$ cat src/lihm_consts.svh
// Constants for the link indicator and host mode select block
`ifndef LIHM_CONSTS_SVH
`define LIHM_CONSTS_SVH

// Register indices (the bus address equals the index)
`define LIHM_REG_CTRL        4'h0
`define LIHM_REG_PHY_STATUS  4'h1
`define LIHM_REG_MODE_STATUS 4'h2
`define LIHM_REG_BLINK_CFG   4'h3

// Control register fields
`define LIHM_CTRL_LOW_FREQ_BIT 0

// PHY status register fields
`define LIHM_PHY_LINK_BIT    0
`define LIHM_PHY_SPEED_BIT   1
`define LIHM_PHY_DUPLEX_BIT  2
`define LIHM_PHY_ACT_BIT     3
`define LIHM_PHY_COL_BIT     4

// Reset values
`define LIHM_CTRL_RESET      8'h00
`define LIHM_BLINK_RESET     8'h0F

// Strap patterns
`define LIHM_STRAP_SERIAL    4'h0
`define LIHM_STRAP_PAR_HI    3'h2

// Clock figures in MHz
`define LIHM_SYS_CLK_MHZ     250
`define LIHM_REF_CLK_MHZ     25
`define LIHM_FAST_CLK_MHZ    100

// Blink period unit in milliseconds per configured step
`define LIHM_BLINK_STEP_MS   1
`define LIHM_BLINK_STEP_CYC  (`LIHM_BLINK_STEP_MS * `LIHM_SYS_CLK_MHZ * 1000)

`endif

$ cat src/lihm_pkg.sv
// Types shared by the link indicator and host mode select block
package lihm_pkg;

  typedef enum logic [1:0] {
    LIHM_MODE_SERIAL,
    LIHM_MODE_PARALLEL,
    LIHM_MODE_INVALID
  } lihm_host_mode_type;

  typedef struct packed {
    logic link_up;
    logic speed_100;
    logic full_duplex;
    logic activity;
    logic collision;
  } lihm_phy_status_type;

  typedef struct packed {
    logic       wr;
    logic       rd;
    logic [3:0] addr;
    logic [7:0] wdata;
  } lihm_bus_req_type;

endpackage

$ cat src/lihm_clk_div.sv
// Clock enable divider for the internal operating clock strobe
`timescale 1ns/1ps
`include "lihm_consts.svh"

module lihm_clk_div #(
  parameter int SYS_MHZ = `LIHM_SYS_CLK_MHZ
) (
  input  wire logic clk_in,
  input  wire logic nrst_in,
  input  wire logic low_freq_in,
  input  wire logic ref_tick_in,
  output logic      tick_out
);

  localparam int FAST_MHZ = `LIHM_FAST_CLK_MHZ;

  // Tick spacing relies on at least two system cycles per fast tick
  if (SYS_MHZ < 2 * FAST_MHZ || SYS_MHZ > 32767) begin : g_bad_sys_clk
    $error("System clock outside the range the tick logic can serve");
  end

  logic [15:0] acc_reg;
  logic [15:0] acc_next;
  logic [15:0] acc_sum;
  logic        tick_reg;
  logic        tick_next;

  // Phase accumulator, fast ticks average the exact fast rate
  always_comb begin
    acc_sum   = acc_reg + 16'(FAST_MHZ);
    acc_next  = acc_sum;
    tick_next = 1'b0;
    if (low_freq_in) begin
      acc_next  = 16'h0000;
      tick_next = ref_tick_in & ~tick_reg;
    end else if (acc_sum >= 16'(SYS_MHZ)) begin
      acc_next  = acc_sum - 16'(SYS_MHZ);
      tick_next = 1'b1;
    end
  end

  always_ff @(posedge clk_in) begin
    if (!nrst_in) begin
      acc_reg  <= 16'h0000;
      tick_reg <= 1'b0;
    end else begin
      acc_reg  <= acc_next;
      tick_reg <= tick_next;
    end
  end

  assign tick_out = tick_reg;

endmodule

$ cat src/lihm_top.sv
// Network indicator drivers, host mode strap decode and clock select
//
// Overview of operation
// RL1: Indicators behave identically in serial and parallel modes
// RL2: Link up, idle: activity indicator held low
// RL3: Traffic blinks activity; link down drives high
// RL4: Collision drives collision indicator low, else high
// RL5: Strap 0000 is serial, 010X is parallel
// RL6: Internal clock from 25 MHz reference, 25/100; here only the 25 MHz tick uses it, the 100 MHz tick is divided from CLK_IN
// RL7: Link, speed, duplex indicators low when asserted
//
// The plain strobed port and the register offsets were left to the implementer.
`timescale 1ns/1ps
`include "lihm_consts.svh"

module lihm_top
  import lihm_pkg::*;
#(
  parameter int BLINK_STEP_CYC = `LIHM_BLINK_STEP_CYC
) (
  input  wire logic                          CLK_IN,
  input  wire logic                          NRST_IN,
  input  wire lihm_pkg::lihm_phy_status_type PHY_STATUS_IN,
  input  wire logic [3:0]                    HOST_MODE_STRAP_IN,
  input  wire logic                          REFERENCE_CLOCK_IN,
  input  wire logic [3:0]                    ADDR_IN,
  input  wire logic [7:0]                    WDATA_IN,
  input  wire logic                          WR_IN,
  input  wire logic                          RD_IN,
  output logic [7:0]                         RDATA_OUT,
  output logic                               LINK_UP_INDICATOR_N_OUT,
  output logic                               SPEED_INDICATOR_N_OUT,
  output logic                               DUPLEX_INDICATOR_N_OUT,
  output logic                               TRAFFIC_ACTIVITY_INDICATOR_N_OUT,
  output logic                               COLLISION_INDICATOR_N_OUT,
  output logic                               SERIAL_MODE_OUT,
  output logic                               PARALLEL_MODE_OUT,
  output logic                               SYS_TICK_OUT
);

  import lihm_pkg::*;

  if (BLINK_STEP_CYC < 1) begin : g_bad_step
    $error("Blink step must be at least one cycle");
  end

  // Bus request bundle
  lihm_bus_req_type req;
  assign req = '{wr: WR_IN, rd: RD_IN, addr: ADDR_IN, wdata: WDATA_IN};

  // Registers
  logic               low_freq_reg;
  logic               low_freq_next;
  logic [7:0]         blink_cfg_reg;
  logic [7:0]         blink_cfg_next;
  logic [7:0]         rdata_reg;
  logic [7:0]         rdata_next;
  lihm_host_mode_type mode_reg;
  lihm_host_mode_type mode_next;
  logic               strap_taken_reg;
  logic               strap_taken_next;
  logic               ref_d1_reg;
  logic               ref_d2_reg;
  logic               ref_d3_reg;
  logic [31:0]        step_cnt_reg;
  logic [31:0]        step_cnt_next;
  logic [7:0]         blink_cnt_reg;
  logic [7:0]         blink_cnt_next;
  logic               blink_phase_reg;
  logic               blink_phase_next;
  logic               link_n_reg;
  logic               link_n_next;
  logic               spd_n_reg;
  logic               spd_n_next;
  logic               dpx_n_reg;
  logic               dpx_n_next;
  logic               act_n_reg;
  logic               act_n_next;
  logic               col_n_reg;
  logic               col_n_next;
  logic               ser_reg;
  logic               ser_next;
  logic               par_reg;
  logic               par_next;
  logic               ref_tick;
  logic               sys_tick;

  // Register file
  always_comb begin
    low_freq_next  = low_freq_reg;
    blink_cfg_next = blink_cfg_reg;
    rdata_next     = 8'h00;
    if (req.wr) begin
      case (req.addr)
        `LIHM_REG_CTRL:      low_freq_next  = req.wdata[`LIHM_CTRL_LOW_FREQ_BIT];
        `LIHM_REG_BLINK_CFG: blink_cfg_next = req.wdata;
        default:             low_freq_next  = low_freq_reg;
      endcase
    end
    if (req.rd) begin
      case (req.addr)
        `LIHM_REG_CTRL:        rdata_next = {7'h00, low_freq_reg};
        `LIHM_REG_PHY_STATUS:  rdata_next = {3'h0, ~col_n_reg, ~act_n_reg, ~dpx_n_reg, ~spd_n_reg, ~link_n_reg};
        `LIHM_REG_MODE_STATUS: rdata_next = {6'h00, par_reg, ser_reg};
        `LIHM_REG_BLINK_CFG:   rdata_next = blink_cfg_reg;
        default:               rdata_next = 8'h00;
      endcase
    end
  end

  // Strap decode, caught once after reset release
  always_comb begin
    strap_taken_next = 1'b1;
    mode_next        = mode_reg;
    if (!strap_taken_reg) begin
      if (HOST_MODE_STRAP_IN == `LIHM_STRAP_SERIAL) begin
        mode_next = LIHM_MODE_SERIAL; // see RL5
      end else if (HOST_MODE_STRAP_IN[3:1] == `LIHM_STRAP_PAR_HI) begin
        mode_next = LIHM_MODE_PARALLEL; // see RL5
      end else begin
        mode_next = LIHM_MODE_INVALID;
      end
    end
    ser_next = (mode_next == LIHM_MODE_SERIAL);
    par_next = (mode_next == LIHM_MODE_PARALLEL);
  end

  // Reference edge detect from synchronised reference
  assign ref_tick = ref_d2_reg & ~ref_d3_reg;

  lihm_clk_div #(
    .SYS_MHZ (`LIHM_SYS_CLK_MHZ)
  ) u_clk_div (
    .clk_in      (CLK_IN),
    .nrst_in     (NRST_IN),
    .low_freq_in (low_freq_reg),
    .ref_tick_in (ref_tick),
    .tick_out    (sys_tick)
  ); // see RL6

  // Blink timing and indicators, independent of host mode
  always_comb begin
    step_cnt_next    = step_cnt_reg;
    blink_cnt_next   = blink_cnt_reg;
    blink_phase_next = blink_phase_reg;
    if (step_cnt_reg >= 32'(BLINK_STEP_CYC - 1)) begin
      step_cnt_next = 32'h0000_0000;
      if (blink_cnt_reg >= blink_cfg_reg) begin
        blink_cnt_next   = 8'h00;
        blink_phase_next = ~blink_phase_reg;
      end else begin
        blink_cnt_next = blink_cnt_reg + 8'h01;
      end
    end else begin
      step_cnt_next = step_cnt_reg + 32'h0000_0001;
    end
    link_n_next = ~PHY_STATUS_IN.link_up;     // see RL7, RL1
    spd_n_next  = ~PHY_STATUS_IN.speed_100;   // see RL7
    dpx_n_next  = ~PHY_STATUS_IN.full_duplex; // see RL7
    col_n_next  = ~PHY_STATUS_IN.collision;   // see RL4
    if (!PHY_STATUS_IN.link_up) begin
      act_n_next = 1'b1; // see RL3
    end else if (PHY_STATUS_IN.activity) begin
      act_n_next = blink_phase_reg; // see RL3
    end else begin
      act_n_next = 1'b0; // see RL2
    end
  end

  always_ff @(posedge CLK_IN) begin
    if (!NRST_IN) begin
      low_freq_reg    <= 1'b0;
      blink_cfg_reg   <= `LIHM_BLINK_RESET;
      rdata_reg       <= 8'h00;
      mode_reg        <= LIHM_MODE_INVALID;
      strap_taken_reg <= 1'b0;
      ser_reg         <= 1'b0;
      par_reg         <= 1'b0;
      ref_d1_reg      <= 1'b0;
      ref_d2_reg      <= 1'b0;
      ref_d3_reg      <= 1'b0;
      step_cnt_reg    <= 32'h0000_0000;
      blink_cnt_reg   <= 8'h00;
      blink_phase_reg <= 1'b0;
      link_n_reg      <= 1'b1;
      spd_n_reg       <= 1'b1;
      dpx_n_reg       <= 1'b1;
      act_n_reg       <= 1'b1;
      col_n_reg       <= 1'b1;
    end else begin
      low_freq_reg    <= low_freq_next;
      blink_cfg_reg   <= blink_cfg_next;
      rdata_reg       <= rdata_next;
      mode_reg        <= mode_next;
      strap_taken_reg <= strap_taken_next;
      ser_reg         <= ser_next;
      par_reg         <= par_next;
      ref_d1_reg      <= REFERENCE_CLOCK_IN;
      ref_d2_reg      <= ref_d1_reg;
      ref_d3_reg      <= ref_d2_reg;
      step_cnt_reg    <= step_cnt_next;
      blink_cnt_reg   <= blink_cnt_next;
      blink_phase_reg <= blink_phase_next;
      link_n_reg      <= link_n_next;
      spd_n_reg       <= spd_n_next;
      dpx_n_reg       <= dpx_n_next;
      act_n_reg       <= act_n_next;
      col_n_reg       <= col_n_next;
    end
  end

  assign RDATA_OUT                        = rdata_reg;
  assign LINK_UP_INDICATOR_N_OUT          = link_n_reg;
  assign SPEED_INDICATOR_N_OUT            = spd_n_reg;
  assign DUPLEX_INDICATOR_N_OUT           = dpx_n_reg;
  assign TRAFFIC_ACTIVITY_INDICATOR_N_OUT = act_n_reg;
  assign COLLISION_INDICATOR_N_OUT        = col_n_reg;
  assign SERIAL_MODE_OUT                  = ser_reg;
  assign PARALLEL_MODE_OUT                = par_reg;
  assign SYS_TICK_OUT                     = sys_tick;

endmodule

$ cat config.mk
export PLATFORM = sky130hd
export DESIGN_NAME = lihm_top
export DESIGN_NICKNAME = d
export VERILOG_FILES = /design/src/lihm_pkg.sv /design/src/lihm_clk_div.sv /design/src/lihm_top.sv
export VERILOG_INCLUDE_DIRS = /design/src
export SDC_FILE = /design/constraint.sdc
export NUM_CORES = 1
export LEC_CHECK = 0
export ABC_AREA = 1
export BUFFER_PORTS_ARGS = -buffer_cell sky130_fd_sc_hd__buf_2
export CAP_MARGIN = 30
export CORE_MARGIN = 2
export CORE_UTILIZATION = 63
export CTS_BUF_LIST = sky130_fd_sc_hd__clkbuf_16
export CTS_CLUSTER_SIZE = 8
export DETAILED_ROUTE_END_ITERATION = 6
export PLACE_DENSITY = 0.85
export SYNTH_ARGS = -nofsm -noshare
export SYNTH_HDL_FRONTEND = slang
export SYNTH_SLANG_ARGS = --single-unit
$ cat constraint.sdc
create_clock -name CLK_IN -period 3.01 [get_ports CLK_IN]
set_input_delay 0.4515 -clock CLK_IN [delete_from_list [all_inputs] [get_ports CLK_IN]]
set_output_delay 0.4515 -clock CLK_IN [all_outputs]
set_load 0.03 [all_outputs]
==> results of run 1 <==
[stage by stage]
step           setup slack [ps]  hold WS [ps]  instance area [µm²]
2_1_floorplan              1060           390                 4100
3_3_place_gp                710           392                 4350
3_5_place_dp                594           409                 4350
4_1_cts                     526           266                 4680
5_1_grt                     108           277                 4680
6_report                    512           272                 4680
[routing by layer]
metal	share of wire [%]	global-route usage, %	vias to the layer above
met3	5.8	5.60	19
li1	-	-	1834
met2	50	42.8	115
met4	2.0	8.94	0
met5	0	0	-
met1	42	29.7	1622
[cells by family after synthesis]
kind of cell / synth area share [%]
simple gates: 32.1
fa+ha+maj: 4.64
compound gates: 7.76
other cells: 0.0927
flops: 43.0
xor+xnor: 4.55
buf+inv: 7.85
[final cells by class]
cell class                 instances  area, µm²  share of cell area (%)
clock buffer                       9        225                    4.81
clock inverter                     7        104                    2.22
inverter                          72        270                    5.78
multi-input combinational        386       2040                    43.5
sequential                        87       1740                    37.2
tap                               77       96.3                    2.06
timing repair buffer              41        205                    4.39
[worst register-to-register path: cells and delay by family (launching register included)]
kind                       cells  cell delay (ps)
and+or+nand+nor                5             1390
AOI/OAI and AO/OA              3              390
DFF                            1              330
adders and majority gates      1              210
buffers and inverters          2              120
[final timing paths]
path / from / endpoint / slack, ps / cells after the start
hold reg to reg: ref_d1_reg / ref_d2_reg / 420 / 2
hold / removal: PHY_STATUS_IN[3] / SPEED_INDICATOR_N_OUT / 270 / 2
setup reg to reg: step_cnt_reg[0] / blink_cnt_reg[0] / 510 / 11
setup / recovery: step_cnt_reg[0] / blink_cnt_reg[0] / 510 / 11
[power by group]
group | leakage (µW) | internal, µW | switching, µW | total, µW
logic | 0.00131 | 363 | 705 | 1070
registers | 0.000714 | 1260 | 97.8 | 1360
clock network | 0.000161 | 740 | 475 | 1220
total | 0.00218 | 2370 | 1280 | 3640
[cell usage in the layout, fill, tap and decap left out, types with 4 or more instances in the layout]
master and n:
conb_1 14, a21oi_1 25, nor2_2 4, nand2_1 110
xor2_1 17, nor3_1 10, inv_1 69, ha_1 15
dfxtp_1 87, clkbuf_16 9, o21ai_0 16, nand3_1 40
nor2_1 69, nand4_1 18, nand2_2 10, o22ai_1 4
xnor2_1 4, buf_2 41, or2_2 4
==> flow_summary.json, run 1 <==
{
  "cp_max_fo": 19,
  "final_util_pct": 74.5,
  "syn_area_per_cell_um2": 7.49,
  "drive_above_1_share_pct": 14.3,
  "core_area_mm2": 0.00628,
  "cts_buffer_depth": 2,
  "status": "completed",
  "antenna_found_initial": 0,
  "yosysMostFrequentCell": "nand2_1",
  "grt_start_max_net_pins": 22,
  "ys.flop_type": "dfxtp_1",
  "synth_commonest_cells": "nand2_1 (110), dfxtp_1 (87), inv_1 (69), nor2_1 (69), nand3_1 (40)",
  "cp.buffers_inverters": 2,
  "synthTopCellsByArea": "dfxtp_1 (43%), nand2_1 (10%), inv_1 (6.4%)",
  "clock-sinks": 87,
  "clkTransAtPathRegs_ps": 70,
  "yosysSeqAreaShare_pct": 43.0,
  "grt_pass1_vias": 3311,
  "row_count": 29,
  "gp_congestion": 0.834,
  "synth_cells": 540,
  "drt-total-wl_um": 8390,
  "finalCritPeriodShare_pct": 83.0,
  "crit_path_frequent_cell": "nand2_1",
  "ctsHoldBuffers": 0,
  "tns_ps": 0,
  "max-cap-violations": 0,
  "synth_area_mm2": 0.00405,
  "clock_latency_ps": 340,
  "synth_cell_types": 41,
  "drtIter0Drc": 188,
  "ctsResizeCount": 0,
  "relSlewSlack_pct": 58.8,
  "portBuffers": 41,
  "final_cells": 679,
  "initial_core_util_pct": 64.5,
  "slowest_delay_ps": 520,
  "die_x_um": 84.1,
  "worst_setup_path_start_kind": "flip-flop",
  "pin_count": 42,
  "ant_nets": 0,
  "detail_route.first_pass.iterations": 5,
  "synthToLayoutAreaGrowth_pct": 15.6,
  "cp_slowest_cell": "nand2_1",
  "num_antenna_cells": 0,
  "crit_chain": "ha_1 -> nand2_1 -> inv_1 -> nand2_1 -> a31oi_1 -> o21ai_0 -> nor2b_1 -> nand2_1 -> nand2_1 -> o21ai_0 -> inv_1",
  "rsz0062_at_grt": "no",
  "grt_pass1_wl_um": 14300,
  "finalClockSkew_ps": 4.78,
  "cts_tree": "built",
  "setup_violations": 0,
  "synth_top_area_cell": "dfxtp_1",
  "path_class": "reg -> reg",
  "synth_top_area_share_pct": 43.0,
  "synth_edf_count": 0,
  "design.die.area_mm2": 0.00708,
  "largest_reg_flops": 32,
  "wl_per_cell_um": 12.4,
  "synth_seq_cells": 87,
  "numCtsBuffers": 9,
  "p_leak_uw": 0.00218,
  "worstMarginPinSlew_ps": 617,
  "min_period_ps": 2500,
  "power_density_mw_per_mm2": 779,
  "cp_top_family": "simple AND/OR/NAND/NOR gates",
  "grt_usage_pct": 24.6,
  "fmax_mhz": 400,
  "required_ps": 3300,
  "ir_drop_uv": 499,
  "synth_warnings": 0,
  "post_cts_buffers": 0,
  "final.fill_count": 459,
  "async_reset_ff_share_pct": 0,
  "hold_class": "in -> reg",
  "critPathCaptureType": "flip-flop",
  "htreeDepth": 3,
  "vias": 3590,
  "final_hold_viol_count": 0,
  "nets": 638,
  "drc": 0,
  "finalPower_uw": 3640,
  "drv_slew": 0,
  "grt_overflow": 0,
  "arrival_ps": 2780,
  "dpl.hpwl_um": 6060,
  "ctsRootBufferMaster": "clkbuf_16",
  "via_per_inst": 5.29,
  "die_h_um": 84.1,
  "placedCellCount": 663
}
(Power assumes the default switching activity.)
==> run 2: changes to the inputs <==
- CORE_UTILIZATION: 63 -> 58
- PLACE_DENSITY: 0.85 -> 0.79
- clock period: 3.01 -> 2.47 ns (I/O delays scaled with it)
==> flow_summary.json, run 2 (synthesized netlist as in run 1, its figures left out) <==
{
  "status": "completed",
  "final_common_cell": "nand2_1",
  "ctsRootBufferMaster": "clkbuf_16",
  "post_cts_buffers": 0,
  "r2r_cells": 11,
  "grt_start_max_net_pins": 21,
  "grt_overflow": 0,
  "drive_above_1_share_pct": 15.0,
  "crit_end": "u_clk_div.acc_reg[6]",
  "wl_per_cell_um": 11.5,
  "row_count": 30,
  "ant_nets": 0,
  "initial_core_util_pct": 59.9,
  "design.die.area_mm2": 0.00766,
  "cp-startpoint": "u_clk_div.acc_reg[2]",
  "mostFrequentLayoutCells": "nand2_1 (110), dfxtp_1 (87), nor2_1 (69), inv_1 (69), buf_2 (41)",
  "critPathCaptureType": "flip-flop",
  "clock_latency_ps": 340,
  "drc": 0,
  "dpl.hpwl_um": 5810,
  "hold_class": "in -> reg",
  "fin_area_mm2": 0.00469,
  "arrival_ps": 2430,
  "max-cap-violations": 0,
  "grt_usage_pct": 21.9,
  "numCtsBuffers": 9,
  "finalClockSkew_ps": 7.21,
  "pin_count": 42,
  "grt_pass1_wl_um": 13400,
  "nets": 642,
  "htreeDepth": 3,
  "path_class": "reg -> reg",
  "core_area_mm2": 0.00676,
  "clock-sinks": 87,
  "cts_tree": "built",
  "tns_ps": 0,
  "drt-total-wl_um": 7900,
  "detail_route.first_pass.iterations": 4,
  "rsz0062_at_grt": "no",
  "fmax_mhz": 460,
  "finalCritPeriodShare_pct": 88.0,
  "required_ps": 2730,
  "synthToLayoutAreaGrowth_pct": 15.8,
  "r2r_slack_ps": 300,
  "antenna_found_initial": 0,
  "setup_violations": 0,
  "cp_max_fo": 17,
  "gp_congestion": 0.929,
  "ctsResizeCount": 0,
  "vias": 3515,
  "ctsHoldBuffers": 0,
  "final_hold_viol_count": 0,
  "largest_reg_flops": 32,
  "place_ws_ps": 319,
  "ir_drop_uv": 467,
  "r2r_end": "u_clk_div.acc_reg[6]",
  "num_antenna_cells": 0,
  "drv_slew": 0,
  "grt_pass1_vias": 3249,
  "worst_setup_path_start_kind": "flip-flop",
  "die_x_um": 87.5,
  "min_period_ps": 2170,
  "final.fill_count": 601,
  "r2r-start": "u_clk_div.acc_reg[2]",
  "power_density_mw_per_mm2": 923,
  "portBuffers": 41,
  "p_leak_uw": 0.00218,
  "die_h_um": 87.5,
  "clkTransAtPathRegs_ps": 70,
  "dpl_cell_area_mm2": 0.00438,
  "drtIter0Drc": 223,
  "cts_buffer_depth": 2,
  "setup_ws_ps": 297,
  "via_per_inst": 5.12
}
## run 2: cell count changes in the layout (fill, tap and decap cells not counted), sizes merged
cell / delta
clkinv: -1
bufinv: -1
buf: +4
clkinvlp: +2
## run 2: report_power, final
part	switching, µW	internal, µW	leakage [µW]
logic	855	445	0.00133
registers	118	1540	0.000714
clock network	571	795	0.000144
## run 2: worst min path at each step
stage / endpoint / slack [ps] / depth (start not counted) / start
final: SPEED_INDICATOR_N_OUT / 180 / 2 / PHY_STATUS_IN[3]
after global routing: SPEED_INDICATOR_N_OUT / 180 / 2 / PHY_STATUS_IN[3]
after detailed placement: ref_d2_reg / 400 / 2 / ref_d1_reg
after floorplan: ref_d2_reg / 390 / 2 / ref_d1_reg
after CTS: SPEED_INDICATOR_N_OUT / 170 / 2 / PHY_STATUS_IN[3]
after global placement: ref_d2_reg / 400 / 2 / ref_d1_reg
## run 2: worst max-delay path, cell delays in order (launching register included)
cell and delay (ps):
dfxtp_1 440, inv_1 110, ha_1 330, inv_1 80, nand3_1 90, nor2_1 150
nand2_1 70, nor2_1 170, nand4_4 180, nand2_4 230, nand2_1 80, a21oi_1 150
## run 2: through the flow
step	util [%]	cells	total power [µW]	hold WS (ps)
5_1_grt	69.4	686	4590	183
6_report	69.4	686	4320	181
3_5_place_dp	64.9	670	2980	405
3_3_place_gp	64.9	670	2920	399
2_1_floorplan	-	553	2730	390
4_1_cts	69.4	686	4340	173
## run 2: per-layer routing
| metal | up-vias | track usage [%] | wire length (µm) |
|---|---|---|---|
| met4 | 0 | 9.93 | 155 |
| met2 | 75 | 37.0 | 3740 |
| met1 | 1580 | 26.5 | 3660 |
| met5 | - | 0 | 0 |
| met3 | 14 | 5.12 | 335 |
| li1 | 1846 | - | - |
## run 2: final cells by class
type	instances	area, µm²	share of cell area, %
repair buffers	45	235	5.02
well taps	80	100	2.14
multi-input cells	386	2040	43.4
clock buffers	9	225	4.81
clock inverters	7	78.8	1.68
inverters	72	270	5.77
flip-flops and latches	87	1740	37.2
==> run 3: changes to the inputs <==
- CAP_MARGIN: 30 -> unset
- CELL_PAD_IN_SITES_DETAIL_PLACEMENT: unset -> 1
- CELL_PAD_IN_SITES_GLOBAL_PLACEMENT: unset -> 1
- CORE_UTILIZATION: 58 -> 43
- PLACE_DENSITY: 0.79 -> unset
- PLACE_DENSITY_LB_ADDON: unset -> 0.1
==> flow_summary.json, run 3 (synthesized netlist as in run 1, its figures left out) <==
{
  "required_ps": 2730,
  "dr.max_layer_used": "met4",
  "critPathCaptureType": "flip-flop",
  "synthToLayoutAreaGrowth_pct": 16.3,
  "cts_buffer_depth": 2,
  "vias": 3601,
  "final_hold_viol_count": 0,
  "drc": 0,
  "tns_ps": 0,
  "cp_max_fo": 17,
  "power_density_mw_per_mm2": 913,
  "drive_above_1_share_pct": 14.9,
  "ctsHoldBuffers": 0,
  "ir_drop_uv": 324,
  "fmax_mhz": 445,
  "clock_latency_ps": 340,
  "drtIter0Drc": 66,
  "post_cts_buffers": 0,
  "ctsRootBufferMaster": "clkbuf_16",
  "clkTransAtPathRegs_ps": 70,
  "numCtsBuffers": 9,
  "slowest_delay_ps": 380,
  "drv_slew": 0,
  "htreeDepth": 3,
  "core_area_mm2": 0.00920,
  "dpl.hpwl_um": 7450,
  "portBuffers": 41,
  "mostFrequentLayoutCells": "nand2_1 (110), dfxtp_1 (87), nor2_1 (69), inv_1 (69), buf_2 (41)",
  "seq_area_mm2": 0.00174,
  "grt_usage_pct": 20.3,
  "finalPower_uw": 4300,
  "arrival_ps": 2510,
  "largest_reg_flops": 32,
  "min_period_ps": 2250,
  "initial_core_util_pct": 44.0,
  "grt_pass1_wl_um": 16400,
  "pin_count": 42,
  "finalCritPeriodShare_pct": 90.9,
  "cp_slowest_cell": "dfxtp_1",
  "final.fill_count": 1175,
  "setup_violations": 0,
  "grt_start_max_net_pins": 21,
  "wl_met2_um": 4720,
  "wl_met3_um": 294,
  "clock-sinks": 87,
  "final_cells": 717,
  "placedCellCount": 701,
  "drt-total-wl_um": 9780,
  "hold_class": "in -> reg",
  "nets": 642,
  "cts_tree": "built",
  "via_per_inst": 5.02,
  "met1_length_um": 4610,
  "gp_congestion": 0.903,
  "crit_path_frequent_cell": "nand2_1",
  "grt_pass1_vias": 3621,
  "worst_setup_path_start_kind": "flip-flop",
  "final_common_cell": "nand2_1",
  "finalClockSkew_ps": 7.33,
  "num_antenna_cells": 0,
  "setup_ws_ps": 224,
  "place_ws_ps": 188,
  "status": "completed",
  "path_class": "reg -> reg",
  "design.die.area_mm2": 0.0102,
  "detail_route.first_pass.iterations": 4,
  "die_x_um": 101,
  "grt_overflow": 0,
  "die_h_um": 101,
  "wl_per_cell_um": 13.6,
  "antenna_found_initial": 0,
  "p_leak_uw": 0.00217,
  "rsz0062_at_grt": "no",
  "row_count": 35,
  "multi_input_area_mm2": 0.00204,
  "max-cap-violations": 0,
  "ant_nets": 0,
  "crit_chain": "ha_1 -> nand2_1 -> and2_1 -> nand2_1 -> nor2_1 -> nand3_1 -> nand3_2 -> nor2_8 -> nand2_4 -> nand2_1 -> a21oi_1"
}
run 3: changes by cell type in the layout (fill, tap and decap cells not counted), sizes merged:
cell      before  now
bufinv         1    0
clkinvlp       2    3
run 3: layer usage:
metal | track usage (%) | vias to the layer above
li1 | - | 1838
met1 | 25.5 | 1696
met2 | 34.2 | 51
met3 | 3.95 | 16
met4 | 8.32 | 0
met5 | 0 | -
run 3: repair_timing:
action,in CTS,in global routing
gates resized for setup,0,1
endpoints found under the setup margin,0,1
hold endpoints to repair,0,0
run 3: worst max-delay path, delay by kind of cell, from the launching register on:
| kind | cells | cell delay [ps] |
|---|---|---|
| and+or+nand+nor | 9 | 1400 |
| DFF | 1 | 380 |
| adders and majority gates | 1 | 250 |
| AOI/OAI and AO/OA | 1 | 140 |
run 3: per-stage QoR:
stage / util [%] / hold slack, ps / cell area, µm²
2_1_floorplan: - / 390 / 4100
3_3_place_gp: 48.1 / 398 / 4420
3_5_place_dp: 48.1 / 410 / 4420
4_1_cts: 51.1 / 173 / 4700
5_1_grt: 51.2 / 167 / 4710
6_report: 51.2 / 182 / 4710
run 3: worst paths after layout:
| check | slack, ps | cells after the start | endpoint | start |
|---|---|---|---|---|
| setup reg to reg | 220 | 11 | u_clk_div.acc_reg[6] | u_clk_div.acc_reg[2] |
| hold reg to reg | 430 | 2 | ref_d2_reg | ref_d1_reg |
| setup / recovery | 220 | 11 | u_clk_div.acc_reg[6] | u_clk_div.acc_reg[2] |
| hold / removal | 180 | 2 | COLLISION_INDICATOR_N_OUT | PHY_STATUS_IN[0] |
run 3: final cells by class:
cell class,instances,area share (%)
flip-flops and latches,87,37.0
repair buffers,45,5.00
clock buffers,9,4.78
multi-input cells,386,43.4
inverters,72,5.74
well taps,111,2.95
clock inverters,7,1.17
run 3: power breakdown:
group	internal (µW)	total, µW	leakage [µW]	switching, µW
Combinational	448	1360	0.00133	907
Clock	692	1270	0.000128	582
Sequential	1540	1670	0.000714	128
